--- config.mk ---
export PLATFORM = sky130hd
export DESIGN_NAME = qdcd_decoder
export DESIGN_NICKNAME = d
export VERILOG_FILES = /design/src/common/qdcd_pkg.sv /design/src/design/qdcd_channel.sv /design/src/design/qdcd_decoder.sv
export SDC_FILE = /design/constraint.sdc
export NUM_CORES = 1
export LEC_CHECK = 0
export ABC_AREA = 0
export CORE_ASPECT_RATIO = 1.2
export CORE_MARGIN = 8
export CORE_UTILIZATION = 44
export DETAILED_ROUTE_END_ITERATION = 12
export DONT_BUFFER_PORTS = 1
export PLACE_DENSITY_LB_ADDON = 0.15
export REMOVE_ABC_BUFFERS = 1
export SLEW_MARGIN = 40
export SYNTH_ARGS = -nofsm -noshare
export SYNTH_HDL_FRONTEND = slang
export SYNTH_SLANG_ARGS = --single-unit
export TNS_END_PERCENT = 100
--- constraint.sdc ---
create_clock -name MCLK -period 2.61 [get_ports MCLK]
set_input_delay 0.261 -clock MCLK [delete_from_list [all_inputs] [get_ports MCLK]]
set_output_delay 0.261 -clock MCLK [all_outputs]
set_load 0.005 [all_outputs]
--- src/common/qdcd_pkg.sv ---
// Package of constants for the quad DAC command decoder.
package qdcd_pkg;
  localparam int DATA_W = 12;
  localparam int NCH = 4;
  localparam logic [3:0] CMD_XFER = 4'hE;
  localparam logic [3:0] CMD_LOAD_ALL_UPD = 4'hC;
  localparam logic [3:0] CMD_LOAD_ALL = 4'hD;
  localparam logic [3:0] CMD_EXT = 4'hF;
  localparam int CMD_POS = 4;
  localparam int EXT_CH_POS = 4;
  localparam int PD_SEL_HIGH_POS = 1;
  localparam int PD_SEL_LOW_POS = 0;
  localparam logic [1:0] PD_RESET = 2'h0;
  localparam logic [11:0] DATA_RESET = 12'h000;
  localparam logic [1:0] SEL_RESET = 2'h0;
endpackage

--- src/design/qdcd_channel.sv ---
// One double-buffered DAC channel: input register and output register.
`timescale 1ns/1ns
module qdcd_channel (
  // Clock and reset.
  input wire logic clk,
  input wire logic rst_n,
  // Load controls.
  input wire logic load_in,
  input wire logic load_out_new,
  input wire logic xfer,
  input wire logic [11:0] new_data,
  // Register contents.
  output logic [11:0] in_reg,
  output logic [11:0] out_reg
);
  always_ff @(posedge clk) begin
    if (!rst_n) begin
      in_reg <= qdcd_pkg::DATA_RESET;
    end else if (load_in) begin
      in_reg <= new_data;
    end
  end

  // Output load with new data beats a transfer of the old input value.
  always_ff @(posedge clk) begin
    if (!rst_n) begin
      out_reg <= qdcd_pkg::DATA_RESET;
    end else if (load_out_new) begin
      out_reg <= new_data;
    end else if (xfer) begin
      out_reg <= in_reg;
    end
  end
endmodule

--- src/design/qdcd_decoder.sv ---
// Command decoder for the quad 12-bit DAC: decodes write bytes and steers data to channels.
`timescale 1ns/1ns
module qdcd_decoder (
  // Clock and reset.
  input wire logic MCLK,
  input wire logic RST_N,
  // Received write bytes from the serial front end.
  input wire logic BYTE_VALID,
  input wire logic [7:0] BYTE_DATA,
  input wire logic FIRST_BYTE,
  input wire logic ACK_EDGE,
  input wire logic ABORT,
  // Read-back byte request from the front end.
  input wire logic RD_REQ,
  input wire logic RD_ACKED,
  // Channel outputs.
  output logic [11:0] DAC_A,
  output logic [11:0] DAC_B,
  output logic [11:0] DAC_C,
  output logic [11:0] DAC_D,
  // Power-down state.
  output logic [3:0] PD_CH,
  output logic [1:0] PD_MODE,
  // Read-back.
  output logic [7:0] RD_BYTE,
  output logic RD_SECOND,
  output logic [1:0] RD_SEL
);
  localparam int NCH_L = qdcd_pkg::NCH;
  typedef enum {QDCD_IDLE, QDCD_LOW, QDCD_EXTB, QDCD_SKIP} qdcd_state_t;
  qdcd_state_t state;
  logic [3:0] cmd;
  logic [3:0] nib;
  logic [NCH_L-1:0] ld_in;
  logic [NCH_L-1:0] ld_out;
  logic [11:0] in_q [4];
  logic [11:0] out_q [4];
  logic [11:0] new_word;
  logic commit;
  logic xfer_all;
  logic [1:0] sel;

  assign new_word = {nib, BYTE_DATA};
  assign commit = ACK_EDGE && BYTE_VALID && !ABORT;

  ////////////////////////////////////////////////////////////////////////////
  always_ff @(posedge MCLK) begin
    if (!RST_N) begin
      state <= QDCD_IDLE;
      cmd <= 4'h0;
      nib <= 4'h0;
    end else if (ABORT) begin
      state <= QDCD_IDLE;
    end else if (commit) begin
      if (FIRST_BYTE || state == QDCD_IDLE) begin
        cmd <= BYTE_DATA[7:4];
        nib <= BYTE_DATA[3:0];
        case (BYTE_DATA[7:4])
          qdcd_pkg::CMD_XFER: begin
            state <= QDCD_IDLE;
          end
          qdcd_pkg::CMD_EXT: begin
            if (BYTE_DATA[3:0] == 4'h0) begin
              state <= QDCD_EXTB;
            end else begin
              state <= QDCD_IDLE;
            end
          end
          default: begin
            state <= QDCD_LOW;
          end
        endcase
      end else begin
        state <= QDCD_IDLE;
      end
    end
  end

  ////////////////////////////////////////////////////////////////////////////
  always_comb begin
    ld_in = 4'h0;
    ld_out = 4'h0;
    xfer_all = 1'b0;
    if (commit && !FIRST_BYTE && state == QDCD_LOW) begin
      case (cmd[3:2])
        2'h0: begin
          ld_in[cmd[1:0]] = 1'b1;
          ld_out[cmd[1:0]] = 1'b1;
          xfer_all = 1'b1;
        end
        2'h1: begin
          ld_in[cmd[1:0]] = 1'b1;
        end
        2'h2: begin
          ld_in[cmd[1:0]] = 1'b1;
          xfer_all = 1'b1;
        end
        default: begin
          if (cmd == qdcd_pkg::CMD_LOAD_ALL_UPD) begin
            ld_in = 4'hF;
            ld_out = 4'hF;
          end else if (cmd == qdcd_pkg::CMD_LOAD_ALL) begin
            ld_in = 4'hF;
          end
        end
      endcase
    end
    if (commit && (FIRST_BYTE || state == QDCD_IDLE) && BYTE_DATA[7:4] == qdcd_pkg::CMD_XFER) begin
      xfer_all = 1'b1;
    end
  end

  for (genvar i = 0; i < NCH_L; i++) begin : g_ch
    qdcd_channel u_ch (
      .clk(MCLK),
      .rst_n(RST_N),
      .load_in(ld_in[i]),
      .load_out_new(ld_out[i]),
      .xfer(xfer_all),
      .new_data(new_word),
      .in_reg(in_q[i]),
      .out_reg(out_q[i])
    );
  end

  always_ff @(posedge MCLK) begin
    if (!RST_N) begin
      DAC_A <= qdcd_pkg::DATA_RESET;
      DAC_B <= qdcd_pkg::DATA_RESET;
      DAC_C <= qdcd_pkg::DATA_RESET;
      DAC_D <= qdcd_pkg::DATA_RESET;
    end else begin
      DAC_A <= out_q[0];
      DAC_B <= out_q[1];
      DAC_C <= out_q[2];
      DAC_D <= out_q[3];
    end
  end

  ////////////////////////////////////////////////////////////////////////////
  // Channels not flagged return to normal operation, since each write rewrites the whole set.
  always_ff @(posedge MCLK) begin
    if (!RST_N) begin
      PD_CH <= 4'h0;
      PD_MODE <= qdcd_pkg::PD_RESET;
    end else if (commit && !FIRST_BYTE && state == QDCD_EXTB) begin
      PD_CH <= BYTE_DATA[qdcd_pkg::EXT_CH_POS +: 4];
      PD_MODE <= {BYTE_DATA[qdcd_pkg::PD_SEL_HIGH_POS], BYTE_DATA[qdcd_pkg::PD_SEL_LOW_POS]};
    end
  end

  ////////////////////////////////////////////////////////////////////////////
  // Read-back channel select
  always_ff @(posedge MCLK) begin
    if (!RST_N) begin
      sel <= qdcd_pkg::SEL_RESET;
    end else if (commit && (FIRST_BYTE || state == QDCD_IDLE) && BYTE_DATA[7:4] == qdcd_pkg::CMD_EXT) begin
      case (BYTE_DATA[3:0])
        4'h1: sel <= 2'h0;
        4'h2: sel <= 2'h1;
        4'h4: sel <= 2'h2;
        4'h8: sel <= 2'h3;
        default: sel <= sel;
      endcase
    end
  end

  always_ff @(posedge MCLK) begin
    if (!RST_N) begin
      RD_SECOND <= 1'b0;
      RD_BYTE <= 8'h00;
      RD_SEL <= qdcd_pkg::SEL_RESET;
    end else begin
      RD_SEL <= sel;
      if (RD_REQ) begin
        RD_SECOND <= 1'b0;
        RD_BYTE <= {4'h0, out_q[sel][11:8]};
      end else if (RD_ACKED && !RD_SECOND) begin
        RD_SECOND <= 1'b1;
        RD_BYTE <= out_q[sel][7:0];
      end
    end
  end
endmodule

Word-level counts from Yosys, hierarchy flattened
Index checks and enable logic that the tools add are counted.
{"block": "word_totals", "reg_bits": 203, "inputBits": 16}
{"block": "classes", "n_lt_le_gt_ge": 3, "eq_ne": 12, "n_mux": 29, "bitwise": 3, "reduce_logical": 30}
{"op": "two-way mux 12 bit", "count": 10}
{"op": "== test 32 x 2 -> 1 bit (second input constant)", "count": 1}
{"op": "== test 32 x 3 -> 1 bit (second input constant)", "count": 1}
{"op": "zero test 32 bit", "count": 1}
{"op": "two-way mux 32 bit", "count": 1}
{"op": "two-way mux 4 bit", "count": 8}
{"op": "binary-select mux 12 bit (select 2 bit)", "count": 1}
{"op": "== test 4 bit (second input constant)", "count": 5}
{"op": "logical AND 1 bit", "count": 10}
{"op": "nonzero test 2 bit", "count": 5}
{"op": "case mux 2 bit (4 select lines)", "count": 1}
{"op": "case mux 4 bit (2 select lines)", "count": 1}
{"op": "OR reduction 2 bit", "count": 4}
{"op": "== test 4 x 1 -> 1 bit (second input constant)", "count": 1}
{"op": "== test 4 x 2 -> 1 bit (second input constant)", "count": 1}
{"op": "== test 4 x 3 -> 1 bit (second input constant)", "count": 1}
{"op": "zero test 4 bit", "count": 1}
{"op": "two-way mux 1 bit", "count": 4}
{"op": "case mux 2 bit (2 select lines)", "count": 1}
{"op": "nonzero test 4 bit", "count": 1}
{"op": ">= comparator 3 bit (second input constant)", "count": 1}
{"op": "zero test 1 bit", "count": 3}
{"op": "less-than comparator 2 x 3 -> 1 bit (second input constant)", "count": 1}
{"op": "NOT 2 -> 3 bit", "count": 1}
{"op": "other kinds (11)", "count": 12}

Depth between registers and ports, before layout
Gate-level depths: netlist (run 1).
{"block": "logic_depth", "depth_word": 8, "mapped_depth": 7}

Modules after synthesis
A second synthesis (run 1) with hierarchy kept.
{"block": "unflattened", "cells_unflattened": 627, "area_unflattened_um2": 7229.4}
{"mod": "qdcd_channel", "instances": 4, "cells_each": 90, "area_each_um2": 1082.3}
{"mod": "qdcd_decoder", "instances": 1, "cells_each": 267, "area_each_um2": 2900.3}

Worst setup path after synthesis (run 1)
Ideal clock, no wire load.
{"block": "synth_timing", "path_type": "flip-flop to flip-flop", "start": "register cmd[3]", "end": "register g_ch[2].u_ch.out_reg[10]", "arrival_ns": 1.752, "path_slack_ns": 0.733, "path_stages_with_launch": 7, "path_cell_list": "dfxtp_1 -> buf_6 -> or3b_4 -> a2111oi_4 -> buf_6 -> mux2i_1 -> a21oi_2"}
{"block": "synth_via", "elab_chain_len": 6}
{"element": "start, declared", "line_no": "qdcd_decoder.sv:32", "rtl": "logic [3:0] cmd;"}
{"element": "start signal, assigned", "line_no": "qdcd_decoder.sv:56", "rtl": "cmd <= BYTE_DATA[7:4];"}
{"element": "== test 2 bit / zero test 2 bit (equally long branches)", "line_no": "qdcd_decoder.sv:85", "rtl": "case (cmd[3:2])"}
{"element": "OR reduction 2 bit (no line)"}
{"element": "two-way mux 1 bit", "line_no": "qdcd_decoder.sv:85"}
{"element": "two-way mux 1 bit", "line_no": "qdcd_decoder.sv:84", "rtl": "if (commit && !FIRST_BYTE && state == QDCD_LOW) begin"}
{"element": "two-way mux 1 bit", "line_no": "qdcd_decoder.sv:108", "rtl": "if (commit && (FIRST_BYTE || state == QDCD_IDLE) && BYTE_DATA[7:4] == qdcd_pkg::CMD_XFER) begin"}
{"element": "nonzero test 2 bit (no line)"}
{"element": "end signal, assigned", "line_no": "qdcd_channel.sv:27", "rtl": "out_reg <= qdcd_pkg::DATA_RESET;"}
{"element": "end signal, assigned", "line_no": "qdcd_channel.sv:29", "rtl": "out_reg <= new_data;"}
{"element": "end signal, assigned", "line_no": "qdcd_channel.sv:31", "rtl": "out_reg <= in_reg;"}
{"element": "end, declared", "line_no": "qdcd_channel.sv:14", "rtl": "output logic [11:0] out_reg"}
Several ways; a longest one is shown, not always the timed one.
A chain may end at the register's enable or synchronous reset.

Final worst setup path (run 1)
{"block": "layout_timing", "start": "register cmd[0]", "end": "register g_ch[1].u_ch.out_reg[9]"}
{"block": "layout_via", "elab_chain_len": 7}
{"element": "less-than comparator 2 x 3 -> 1 bit (not written as such) / >= comparator 2 x 1 -> 1 bit (equally long branches)", "line_no": "qdcd_decoder.sv:88", "rtl": "ld_out[cmd[1:0]] = 1'b1;"}
{"element": "logical AND 1 bit (not written as such)", "line_no": "qdcd_decoder.sv:88"}
{"element": "two-way mux 1 bit (not written as such)", "line_no": "qdcd_decoder.sv:88"}
{"element": "demux 1 bit (select 2 bit)", "line_no": "qdcd_decoder.sv:88"}
{"element": "case mux 4 bit (2 select lines) *", "line_no": "qdcd_decoder.sv:85"}
{"element": "two-way mux 4 bit *", "line_no": "qdcd_decoder.sv:84"}
{"element": "two-way mux 12 bit / nonzero test 2 bit (equally long branches)"}
{"element": "end signal, assigned", "line_no": "qdcd_channel.sv:27"}
{"element": "end signal, assigned", "line_no": "qdcd_channel.sv:29"}
{"element": "end signal, assigned", "line_no": "qdcd_channel.sv:31"}
{"element": "end, declared", "line_no": "qdcd_channel.sv:14"}
Mark *: on every way between the ends. The rest lies on a longest branch, timed or not.

==> results of run 1 <==
power breakdown:
| group | internal [uW] | total (uW) | switching, uW | leakage (uW) |
|---|---|---|---|---|
| sequential | 2660 | 2680 | 21.7 | 0.00139 |
| combinational | 60.1 | 168 | 108 | 0.00139 |
| clock | 1530 | 2520 | 985 | 0.000284 |
| total | 4250 | 5360 | 1110 | 0.00307 |
cell usage after synthesis, types with 3 or more instances:
| cell | count | share of area |
|---|---|---|
| a21oi_1 | 58 | 0.041 |
| a21oi_2 | 10 | 0.012 |
| and2_1 | 50 | 0.044 |
| buf_2 | 10 | 0.0070 |
| buf_4 | 8 | 0.0084 |
| buf_6 | 11 | 0.017 |
| clkbuf_1 | 42 | 0.022 |
| dfxtp_1 | 173 | 0.49 |
| mux2i_1 | 83 | 0.12 |
| mux4_2 | 12 | 0.038 |
| nand2_1 | 18 | 0.0095 |
| nand3_1 | 39 | 0.027 |
| nand3b_1 | 5 | 0.0053 |
| nor2_1 | 49 | 0.026 |
| nor3_1 | 3 | 0.0021 |
| o2111ai_1 | 12 | 0.015 |
| o211ai_1 | 13 | 0.014 |
| o21ai_0 | 28 | 0.020 |
| o31ai_1 | 38 | 0.040 |
worst min path at each step:
stage	slack, ps	from	endpoint
after global routing	10	RST_N	g_ch[3].u_ch.out_reg[8]$_SDFFE_PN0P_
after detailed placement	400	RD_ACKED	RD_SECOND$_SDFFE_PP0P_
final	30	ABORT	state[1]$_SDFFE_PP0N_
after floorplan	380	RD_ACKED	RD_SECOND$_SDFFE_PP0P_
after global placement	380	RD_ACKED	RD_SECOND$_SDFFE_PP0P_
after CTS	2	RST_N	g_ch[3].u_ch.out_reg[0]$_SDFFE_PN0P_
what timing repair did:
item	CTS	global route
endpoints found under the hold margin	130	0
endpoints found under the setup margin	0	0
hold buffers	12	0
through the flow:
stage	area, um2	utilization
global placement	7210	0.448
CTS	7930	0.493
floorplan	6740	-
global route	7930	0.493
finish	7930	0.493
detailed placement	7210	0.448
metal layers:
metal | up-vias | global-route usage | wire length [um]
met5 | - | 0 | 0
met4 | 0 | 0.0861 | 548
met3 | 39 | 0.0526 | 1400
met2 | 204 | 0.304 | 9430
met1 | 2607 | 0.254 | 8780
li1 | 2480 | - | -
cell families (layout without fill, tap and decap cells):
| group | count (synthesis) | after routing |
|---|---|---|
| AO/OA/AOI/OAI | 169 | 169 |
| multiplexers | 96 | 96 |
| AND/OR/NAND/NOR | 185 | 185 |
| flip-flops | 173 | 173 |
| buffers and inverters | 74 | 69 |
| XOR/XNOR | 3 | 3 |
layout make-up:
cell class                 count  area [um2]  area share
multi-input combinational    453        3280       0.414
tap                          212         265      0.0335
inverter                       2        7.51    0.000947
clock inverter                 8         118      0.0148
clock buffer                  21         460      0.0581
sequential                   173        3460       0.437
timing repair buffer          38         333      0.0420
==> impl_metrics.env, run 1 <==
export IMPL_rsz0062_at_grt="false"
export IMPL_ys_warn_count=0
export IMPL_die_y_um=155
export IMPL_finalSetupViolations=0
export IMPL_ys_flop_type="dfxtp_1"
export IMPL_via_count=5330
export IMPL_portBuffers=0
export IMPL_clockBufferDepth=2
export IMPL_antenna_cells=0
export IMPL_syn_area_per_cell_um2=10.2
export IMPL_grt_total_usage=0.197
export IMPL_critPathMaxFanout=12
export IMPL_final_common_cell="dfxtp_1"
export IMPL_drv_cap=0
export IMPL_antenna_found_initial=0
export IMPL_synthSimpleGateAreaFrac=0.141
export IMPL_core_area_um2=16100
export IMPL_r2r_setup_slack_ps=380
export IMPL_die_area_um2=20600
export IMPL_rows=51
export IMPL_leakage_uw=0.00307
export IMPL_cp_buffers_inverters=0
export IMPL_ys_types=49
export IMPL_post_route_period_util=0.854
export IMPL_fin_total_pwr_uw=5360
export IMPL_area_growth_synth_to_final_pct=11.2
export IMPL_die_x_um=132
export IMPL_cp_required_ps=2910
export IMPL_initial_core_util=0.443
export IMPL_wl_um=20200
export IMPL_dp_cells=866
export IMPL_mostFrequentLayoutCells="dfxtp_1, mux2i_1, a21oi_1"
export IMPL_path_cells="or3b_2 -> a211o_1 -> mux2i_1 -> a21oi_1"
export IMPL_ir_worst_vdd_uv=410
export IMPL_worstSetupPathDepth=4
export IMPL_worst_slew_pin_slew_ps=858
export IMPL_synth_top_family_by_area="compound AO/OA/AOI/OAI gates"
export IMPL_synthArstFlopShare=0
export IMPL_endpoint="g_ch[1].u_ch.out_reg[9]$_SDFFE_PN0P_"
export IMPL_clk_latency_ps=420
export IMPL_numCtsBuffers=17
export IMPL_cts_sinks=173
export IMPL_final_max_slew_viol_count=0
export IMPL_skew_ps=5.76
export IMPL_postCtsSetupRepairBufs=0
export IMPL_synth_edf_count=0
export IMPL_grt_overflow=0
export IMPL_synth_compound_area_frac=0.157
export IMPL_gp_congestion=0.882
export IMPL_fillers=1509
export IMPL_vias_per_cell=5.88
export IMPL_first_pass_iters=5
export IMPL_grt_first_pass_wirelength_um=31000
export IMPL_status="finished, final reports clean"
export IMPL_syn_area_um2=7130
export IMPL_crit_family="compound AO/OA/AOI/OAI gates"
export IMPL_fin_cells=907
export IMPL_min_path_cells=2
export IMPL_grt_pass1_vias=5190
export IMPL_cts_root_buf="clkbuf_16"
export IMPL_synthAdderAreaFrac=0
export IMPL_synth_xor_area_frac=0.00368
export IMPL_drc=0
export IMPL_reg2reg_to="g_ch[1].u_ch.out_reg[9]$_SDFFE_PN0P_"
export IMPL_drive_gt1_frac=0.132
export IMPL_setup_worst_path_end_class="register"
export IMPL_cts_tree="yes"
export IMPL_fin_ws_ps=381
export IMPL_period_minus_slack_ps=2230
export IMPL_power_density_nw_per_um2=677
export IMPL_drt_iter0_drc=435
export IMPL_hold_viol_final=0
export IMPL_final_nets=701
export IMPL_synthCells=700
export IMPL_r2r_cells=4
export IMPL_crit_path_start="cmd[0]$_SDFFE_PN0P_"
export IMPL_cp_slowest_stage_delay_ps=640
export IMPL_cp_arrival_ps=2530
export IMPL_critPathLaunchType="register"
export IMPL_synth_yosys_seq_area_share=0.486
export IMPL_timing_hold_ws_ps=25.7
export IMPL_ys_ff_latch=173
export IMPL_ios=81
export IMPL_slew_headroom=0.428
export IMPL_drtAntennaViolNets=0
export IMPL_r2r_start="cmd[0]$_SDFFE_PN0P_"
export IMPL_slowest_stage="a211o_1"
export IMPL_hp_class="input port to register"
export IMPL_dpl_hpwl_um=12000
export IMPL_grt_start_max_net_pins=75
export IMPL_wl_per_cell_um=22.2
export IMPL_dpl_worst_slack_ps=393
export IMPL_cts_resized_gates=0
export IMPL_htree_levels=4
export IMPL_worstSetupPathType="register to register"
export IMPL_fmax_mhz=449
export IMPL_setup_tns_ps=0
export IMPL_synth_mux_area_frac=0.156
export IMPL_clkTransAtPathRegs_ps=60
Note: power is estimated with default switching activity, not from simulation.
==> run 2, diff against run 1 <==
--- a/config.mk
+++ b/config.mk
@@ -11,7 +11,9 @@
 export CORE_UTILIZATION = 44
 export DETAILED_ROUTE_END_ITERATION = 12
 export DONT_BUFFER_PORTS = 1
-export PLACE_DENSITY_LB_ADDON = 0.15
+export GPL_ROUTABILITY_DRIVEN = 0
+export GPL_TIMING_DRIVEN = 1
+export PLACE_DENSITY = 0.59
 export REMOVE_ABC_BUFFERS = 1
 export SLEW_MARGIN = 40
 export SYNTH_ARGS = -nofsm -noshare
==> run 2 against run 1 <==
Against the previous run: count of clock-buffer cells in the layout decreased by 2; critical path depth increased by 1; die area unchanged; largest cell class unchanged.
==> impl_metrics.env, run 2 (synthesis gave the netlist of run 1 again) <==
export IMPL_period_minus_slack_ps=2190
export IMPL_grt_total_usage=0.197
export IMPL_cts_tree="yes"
export IMPL_finalSetupViolations=0
export IMPL_cts_root_buf="clkbuf_16"
export IMPL_setup_worst_path_end_class="register"
export IMPL_drtAntennaViolNets=0
export IMPL_cts_resized_gates=0
export IMPL_die_x_um=132
export IMPL_final_area_um2=7990
export IMPL_path_cells="or3b_4 -> a2111oi_4 -> buf_4 -> mux2i_1 -> a21oi_2"
export IMPL_power_density_nw_per_um2=699
export IMPL_cp_buffers_inverters=1
export IMPL_worstSetupPathType="register to register"
export IMPL_clkTransAtPathRegs_ps=70
export IMPL_combPwrFrac=0.029
export IMPL_cp_required_ps=2930
export IMPL_final_max_slew_viol_count=0
export IMPL_antenna_found_initial=0
export IMPL_critPathLaunchType="register"
export IMPL_grt_overflow=0
export IMPL_leakage_uw=0.00308
export IMPL_rsz0062_at_grt="false"
export IMPL_critPathMaxFanout=12
export IMPL_postCtsSetupRepairBufs=0
export IMPL_power_share_switching=0.217
export IMPL_cp_arrival_ps=2520
export IMPL_hp_class="input port to register"
export IMPL_utilization=0.497
export IMPL_placed_cell_area_um2=7210
export IMPL_final_common_cell="dfxtp_1"
export IMPL_worst_slew_pin_slew_ps=638
export IMPL_fmax_mhz=456
export IMPL_dpl_worst_slack_ps=393
export IMPL_cts_sinks=173
export IMPL_dpl_hpwl_um=11700
export IMPL_clkPwrFrac=0.491
export IMPL_grt_pass1_vias=5269
export IMPL_drt_iter0_drc=536
export IMPL_numCtsBuffers=17
export IMPL_post_route_period_util=0.841
export IMPL_initial_core_util=0.443
export IMPL_final_nets=697
export IMPL_drive_gt1_frac=0.137
export IMPL_ir_worst_vdd_uv=461
export IMPL_cp_slowest_stage_delay_ps=540
export IMPL_status="finished, final reports clean"
export IMPL_mostFrequentLayoutCells="dfxtp_1, mux2i_1, a21oi_1"
export IMPL_slew_headroom=0.573
export IMPL_antenna_cells=0
export IMPL_area_growth_synth_to_final_pct=12.0
export IMPL_portBuffers=0
export IMPL_clockBufferDepth=2
export IMPL_vias_per_cell=5.87
export IMPL_intPower_uw=4380
export IMPL_grt_first_pass_wirelength_um=31500
export IMPL_seq_power_share=0.480
export IMPL_clk_latency_ps=440
export IMPL_drv_cap=0
export IMPL_rows=51
export IMPL_die_area_um2=20600
export IMPL_skew_ps=11.1
export IMPL_hold_viol_final=0
export IMPL_ios=81
export IMPL_htree_levels=4
export IMPL_drc=0
export IMPL_first_pass_iters=7
export IMPL_p_switching_uw=1210
export IMPL_wl_per_cell_um=22.2
export IMPL_crit_family="flip-flops"
export IMPL_grt_start_max_net_pins=75
export IMPL_via_count=5316
export IMPL_core_area_um2=16100
export IMPL_slowest_stage="dfxtp_1"
export IMPL_wl_um=20100
export IMPL_die_y_um=155
export IMPL_fin_ws_ps=415
==> run 2: cell types whose count changed in the layout (fill, tap and decap cells not counted), sizes merged <==
cell	change
clkbuf	-2
clkinv	+1
buf	-4
clkinvlp	+1
inv	+2
bufinv	+1
==> run 2: metrics by stage <==
step / hold WS (ps) / power (uW) / cells / TNS [ps]
finish: 10.6 / 5580 / 906 / 0
global route: 11.8 / 5750 / 906 / 0
CTS: 0.0432 / 5610 / 905 / 0
detailed placement: 398 / 2850 / 862 / 0
global placement: 380 / 2840 / 862 / 0
floorplan: 377 / 2810 / 628 / -58350
==> run 2: final timing paths <==
path	from	cells after the start	endpoint	slack (ps)
max	cmd[1]$_SDFFE_PN0P_	5	g_ch[2].u_ch.out_reg[4]$_SDFFE_PN0P_	420
min	BYTE_DATA[2]	3	state[1]$_SDFFE_PP0N_	10
max reg2reg	cmd[1]$_SDFFE_PN0P_	5	g_ch[2].u_ch.out_reg[4]$_SDFFE_PN0P_	420
min reg2reg	g_ch[2].u_ch.in_reg[7]$_SDFFE_PN0P_	2	g_ch[2].u_ch.in_reg[7]$_SDFFE_PN0P_	480
==> run 2: layer usage <==
layer  routed length, um  up-vias  track usage
met4                 541        0       0.0921
met2                9530      175        0.313
met3                1340       34       0.0510
li1                    -     2474            -
met5                   0        -            0
met1                8730     2633        0.248
==> run 2: area by class of cell <==
| type | instances | area, um2 |
|---|---|---|
| fill | 1483 | 8090 |
| sequential | 173 | 3460 |
| multi-input combinational | 453 | 3280 |
| clock buffer | 19 | 453 |
| timing repair buffer | 34 | 328 |
| tap | 212 | 265 |
| clock inverter | 13 | 188 |
| inverter | 2 | 7.51 |
==> run 2: worst register-to-register path, stage by stage, from the launching register on <==
cell and delay (ps):
dfxtp_1 540, or3b_4 450, a2111oi_4 360, buf_4 310
mux2i_1 340, a21oi_2 90
==> run 2: power groups by stage <==
stage / sequential, uW / clock, uW / combinational, uW
4_1_cts: 2680 / 2770 / 162
3_3_place_gp: 2740 / 0 / 105
3_5_place_dp: 2740 / 0 / 107
2_1_floorplan: 2730 / 0 / 77.5
5_1_grt: 2680 / 2890 / 176
6_report: 2680 / 2740 / 165
==> run 2: what timing repair did <==
action,in CTS,in global routing
endpoints found under the hold margin,128,1
hold buffers,11,1
setup endpoints to repair,0,0
==> run 3, diff against run 2 <==
--- a/config.mk
+++ b/config.mk
@@ -13,7 +13,7 @@
 export DONT_BUFFER_PORTS = 1
 export GPL_ROUTABILITY_DRIVEN = 0
 export GPL_TIMING_DRIVEN = 1
-export PLACE_DENSITY = 0.59
+export PLACE_DENSITY = 0.61
 export REMOVE_ABC_BUFFERS = 1
 export SLEW_MARGIN = 40
 export SYNTH_ARGS = -nofsm -noshare
==> constraint.sdc (replaced) <==
create_clock -name MCLK -period 1.85 [get_ports MCLK]
set_input_delay 0.185 -clock MCLK [delete_from_list [all_inputs] [get_ports MCLK]]
set_output_delay 0.185 -clock MCLK [all_outputs]
set_load 0.005 [all_outputs]
==> run 3 against run 2 <==
Against the previous run: the run now ends with setup timing left; register-to-register slack got worse by 450 ps; maximum frequency increased by 17%; combinational power increased by 70%; non-clock buffer count increased by 42; core utilization increased by 3.2 points; critical path depth increased by 1; die area unchanged; routed wire length increased by 1.7%; power increased by 40%; final area increased by 6.5%; critical path type unchanged; critical endpoint is now g_ch[2].u_ch.out_reg[10]$_SDFFE_PN0P_; largest power group is now sequential cells.
==> impl_metrics.env, run 3 (synthesis gave the netlist of run 1 again) <==
export IMPL_final_area_um2=8510
export IMPL_power_density_nw_per_um2=917
export IMPL_grt_overflow=0
export IMPL_slew_headroom=0.604
export IMPL_drv_cap=0
export IMPL_portBuffers=0
export IMPL_grt_start_max_net_pins=100
export IMPL_final_max_slew_viol_count=0
export IMPL_period_minus_slack_ps=1880
export IMPL_die_x_um=132
export IMPL_cts_sinks=173
export IMPL_drc=0
export IMPL_dpl_worst_slack_ps=-63.9
export IMPL_critPathMaxFanout=6
export IMPL_critPathLaunchType="register"
export IMPL_drt_iter0_drc=435
export IMPL_initial_core_util=0.443
export IMPL_setup_tns_ps=-125
export IMPL_die_y_um=155
export IMPL_wl_per_cell_um=21.6
export IMPL_grt_first_pass_wirelength_um=31300
export IMPL_rsz0062_at_grt="true"
export IMPL_mostFrequentLayoutCells="dfxtp_1, mux2i_1, a21oi_1"
export IMPL_clkTransAtPathRegs_ps=70
export IMPL_hold_end="RD_BYTE[0]$_SDFFE_PN0P_"
export IMPL_r2r_setup_slack_ps=-30
export IMPL_cts_tree="yes"
export IMPL_htree_levels=4
export IMPL_leakage_uw=0.00335
export IMPL_register_area_um2=3480
export IMPL_worstSetupPathType="register to register"
export IMPL_fmax_mhz=531
export IMPL_core_area_um2=16100
export IMPL_status="finished with violations"
export IMPL_reg2reg_to="g_ch[2].u_ch.out_reg[10]$_SDFFE_PN0P_"
export IMPL_drtAntennaViolNets=0
export IMPL_ios=81
export IMPL_multiInputGateArea_um2=3320
export IMPL_first_pass_iters=5
export IMPL_post_route_period_util=1.02
export IMPL_worst_slew_pin_slew_ps=592
export IMPL_clk_latency_ps=430
export IMPL_r2r_start="cmd[2]$_SDFFE_PN0P_"
export IMPL_placed_cell_area_um2=7410
export IMPL_finalSetupViolations=7
export IMPL_fillers=1466
export IMPL_min_from="RST_N"
export IMPL_wl_um=20500
export IMPL_hp_class="input port to register"
export IMPL_timing_hold_ws_ps=20.8
export IMPL_min_path_cells=3
export IMPL_vias_per_cell=5.80
export IMPL_clockBufferDepth=2
export IMPL_area_growth_synth_to_final_pct=19.3
export IMPL_r2r_cells=6
export IMPL_dp_cells=877
export IMPL_hold_viol_final=0
export IMPL_cp_arrival_ps=2190
export IMPL_rows=51
export IMPL_fin_ws_ps=-32.6
export IMPL_cts_root_buf="clkbuf_16"
export IMPL_die_area_um2=20600
export IMPL_final_nets=739
export IMPL_violations="setup timing"
export IMPL_ir_worst_vdd_uv=569
export IMPL_grt_pass1_vias=5508
export IMPL_antenna_found_initial=0
export IMPL_numCtsBuffers=17
export IMPL_final_common_cell="dfxtp_1"
export IMPL_antenna_cells=0
export IMPL_grt_total_usage=0.195
export IMPL_skew_ps=7.16
export IMPL_cp_required_ps=2160
export IMPL_via_count=5503
export IMPL_fin_cells=948
export IMPL_drive_gt1_frac=0.173
export IMPL_dpl_hpwl_um=12100
export IMPL_setup_worst_path_end_class="register"
-- run 3: changes by cell type in the layout (fill, tap and decap cells not counted), moves of 4 or more --
| cell | delta |
|---|---|
| dlygate4sd3_1 | +18 |
| buf_6 | +4 |
| mux2i_1 | -4 |
| buf_12 | +6 |
| dfxtp_1 | -6 |
| buf_4 | +11 |
-- run 3: worst max-delay path by stage --
stage | slack (ps) | endpoint | depth (start not counted) | startpoint
6_report | -30 | g_ch[2].u_ch.out_reg[10]$_SDFFE_PN0P_ | 6 | cmd[2]$_SDFFE_PN0P_
2_1_floorplan | -2110 | g_ch[0].u_ch.out_reg[0]$_SDFFE_PN0P_ | 4 | state[1]$_SDFFE_PP0N_
4_1_cts | 0.9 | g_ch[1].u_ch.out_reg[7]$_SDFFE_PN0P_ | 5 | cmd[0]$_SDFFE_PN0P_
5_1_grt | -100 | g_ch[2].u_ch.out_reg[0]$_SDFFE_PN0P_ | 6 | cmd[3]$_SDFFE_PN0P_
3_3_place_gp | -80 | g_ch[2].u_ch.in_reg[11]$_SDFFE_PN0P_ | 4 | cmd[1]$_SDFFE_PN0P_
3_5_place_dp | -60 | g_ch[2].u_ch.out_reg[10]$_SDFFE_PN0P_ | 5 | cmd[1]$_SDFFE_PN0P_
-- run 3: what timing repair did --
item                                    CTS  global route
hold endpoints to repair                152             0
resized for setup                         7            17
buffers inserted                          5             3
hold buffers                             30             0
cloned                                    1             1
endpoints found under the setup margin   18            68
pin swaps                                 6             7
-- run 3: metal layers --
metal	wire length (um)	track usage
met1	8440	0.230
met2	10100	0.330
met3	1310	0.0452
met4	641	0.0915
met5	0	0
-- run 3: report_power, final --
part	leakage (uW)	internal (uW)	total [uW]	switching, uW
registers	0.00140	3750	3770	27.2
clock network	0.000293	2290	3740	1450
logic	0.00165	107	281	173
-- run 3: metrics by stage --
| stage | util | total power [uW] |
|---|---|---|
| after global routing | 0.529 | 8020 |
| after floorplan | - | 3960 |
| after detailed placement | 0.461 | 4030 |
| final | 0.529 | 7800 |
| after global placement | 0.461 | 4020 |
| after CTS | 0.524 | 7850 |
-- run 3: cell type report --
cell class / count / area share
Clock buffer: 21 / 0.0530
Clock inverter: 11 / 0.0196
Inverter: 2 / 0.000883
Multi-Input combinational cell: 453 / 0.390
Sequential cell: 173 / 0.409
Tap cell: 212 / 0.0312
Timing Repair Buffer: 76 / 0.0965
-- run 3: critical path, cell delays in order, from the launching register on --
cell and delay [ps]:
dfxtp_4 360, or3b_4 400, a2111oi_4 390, buf_4 180
clkbuf_16 150, mux2i_1 210, a21oi_2 80
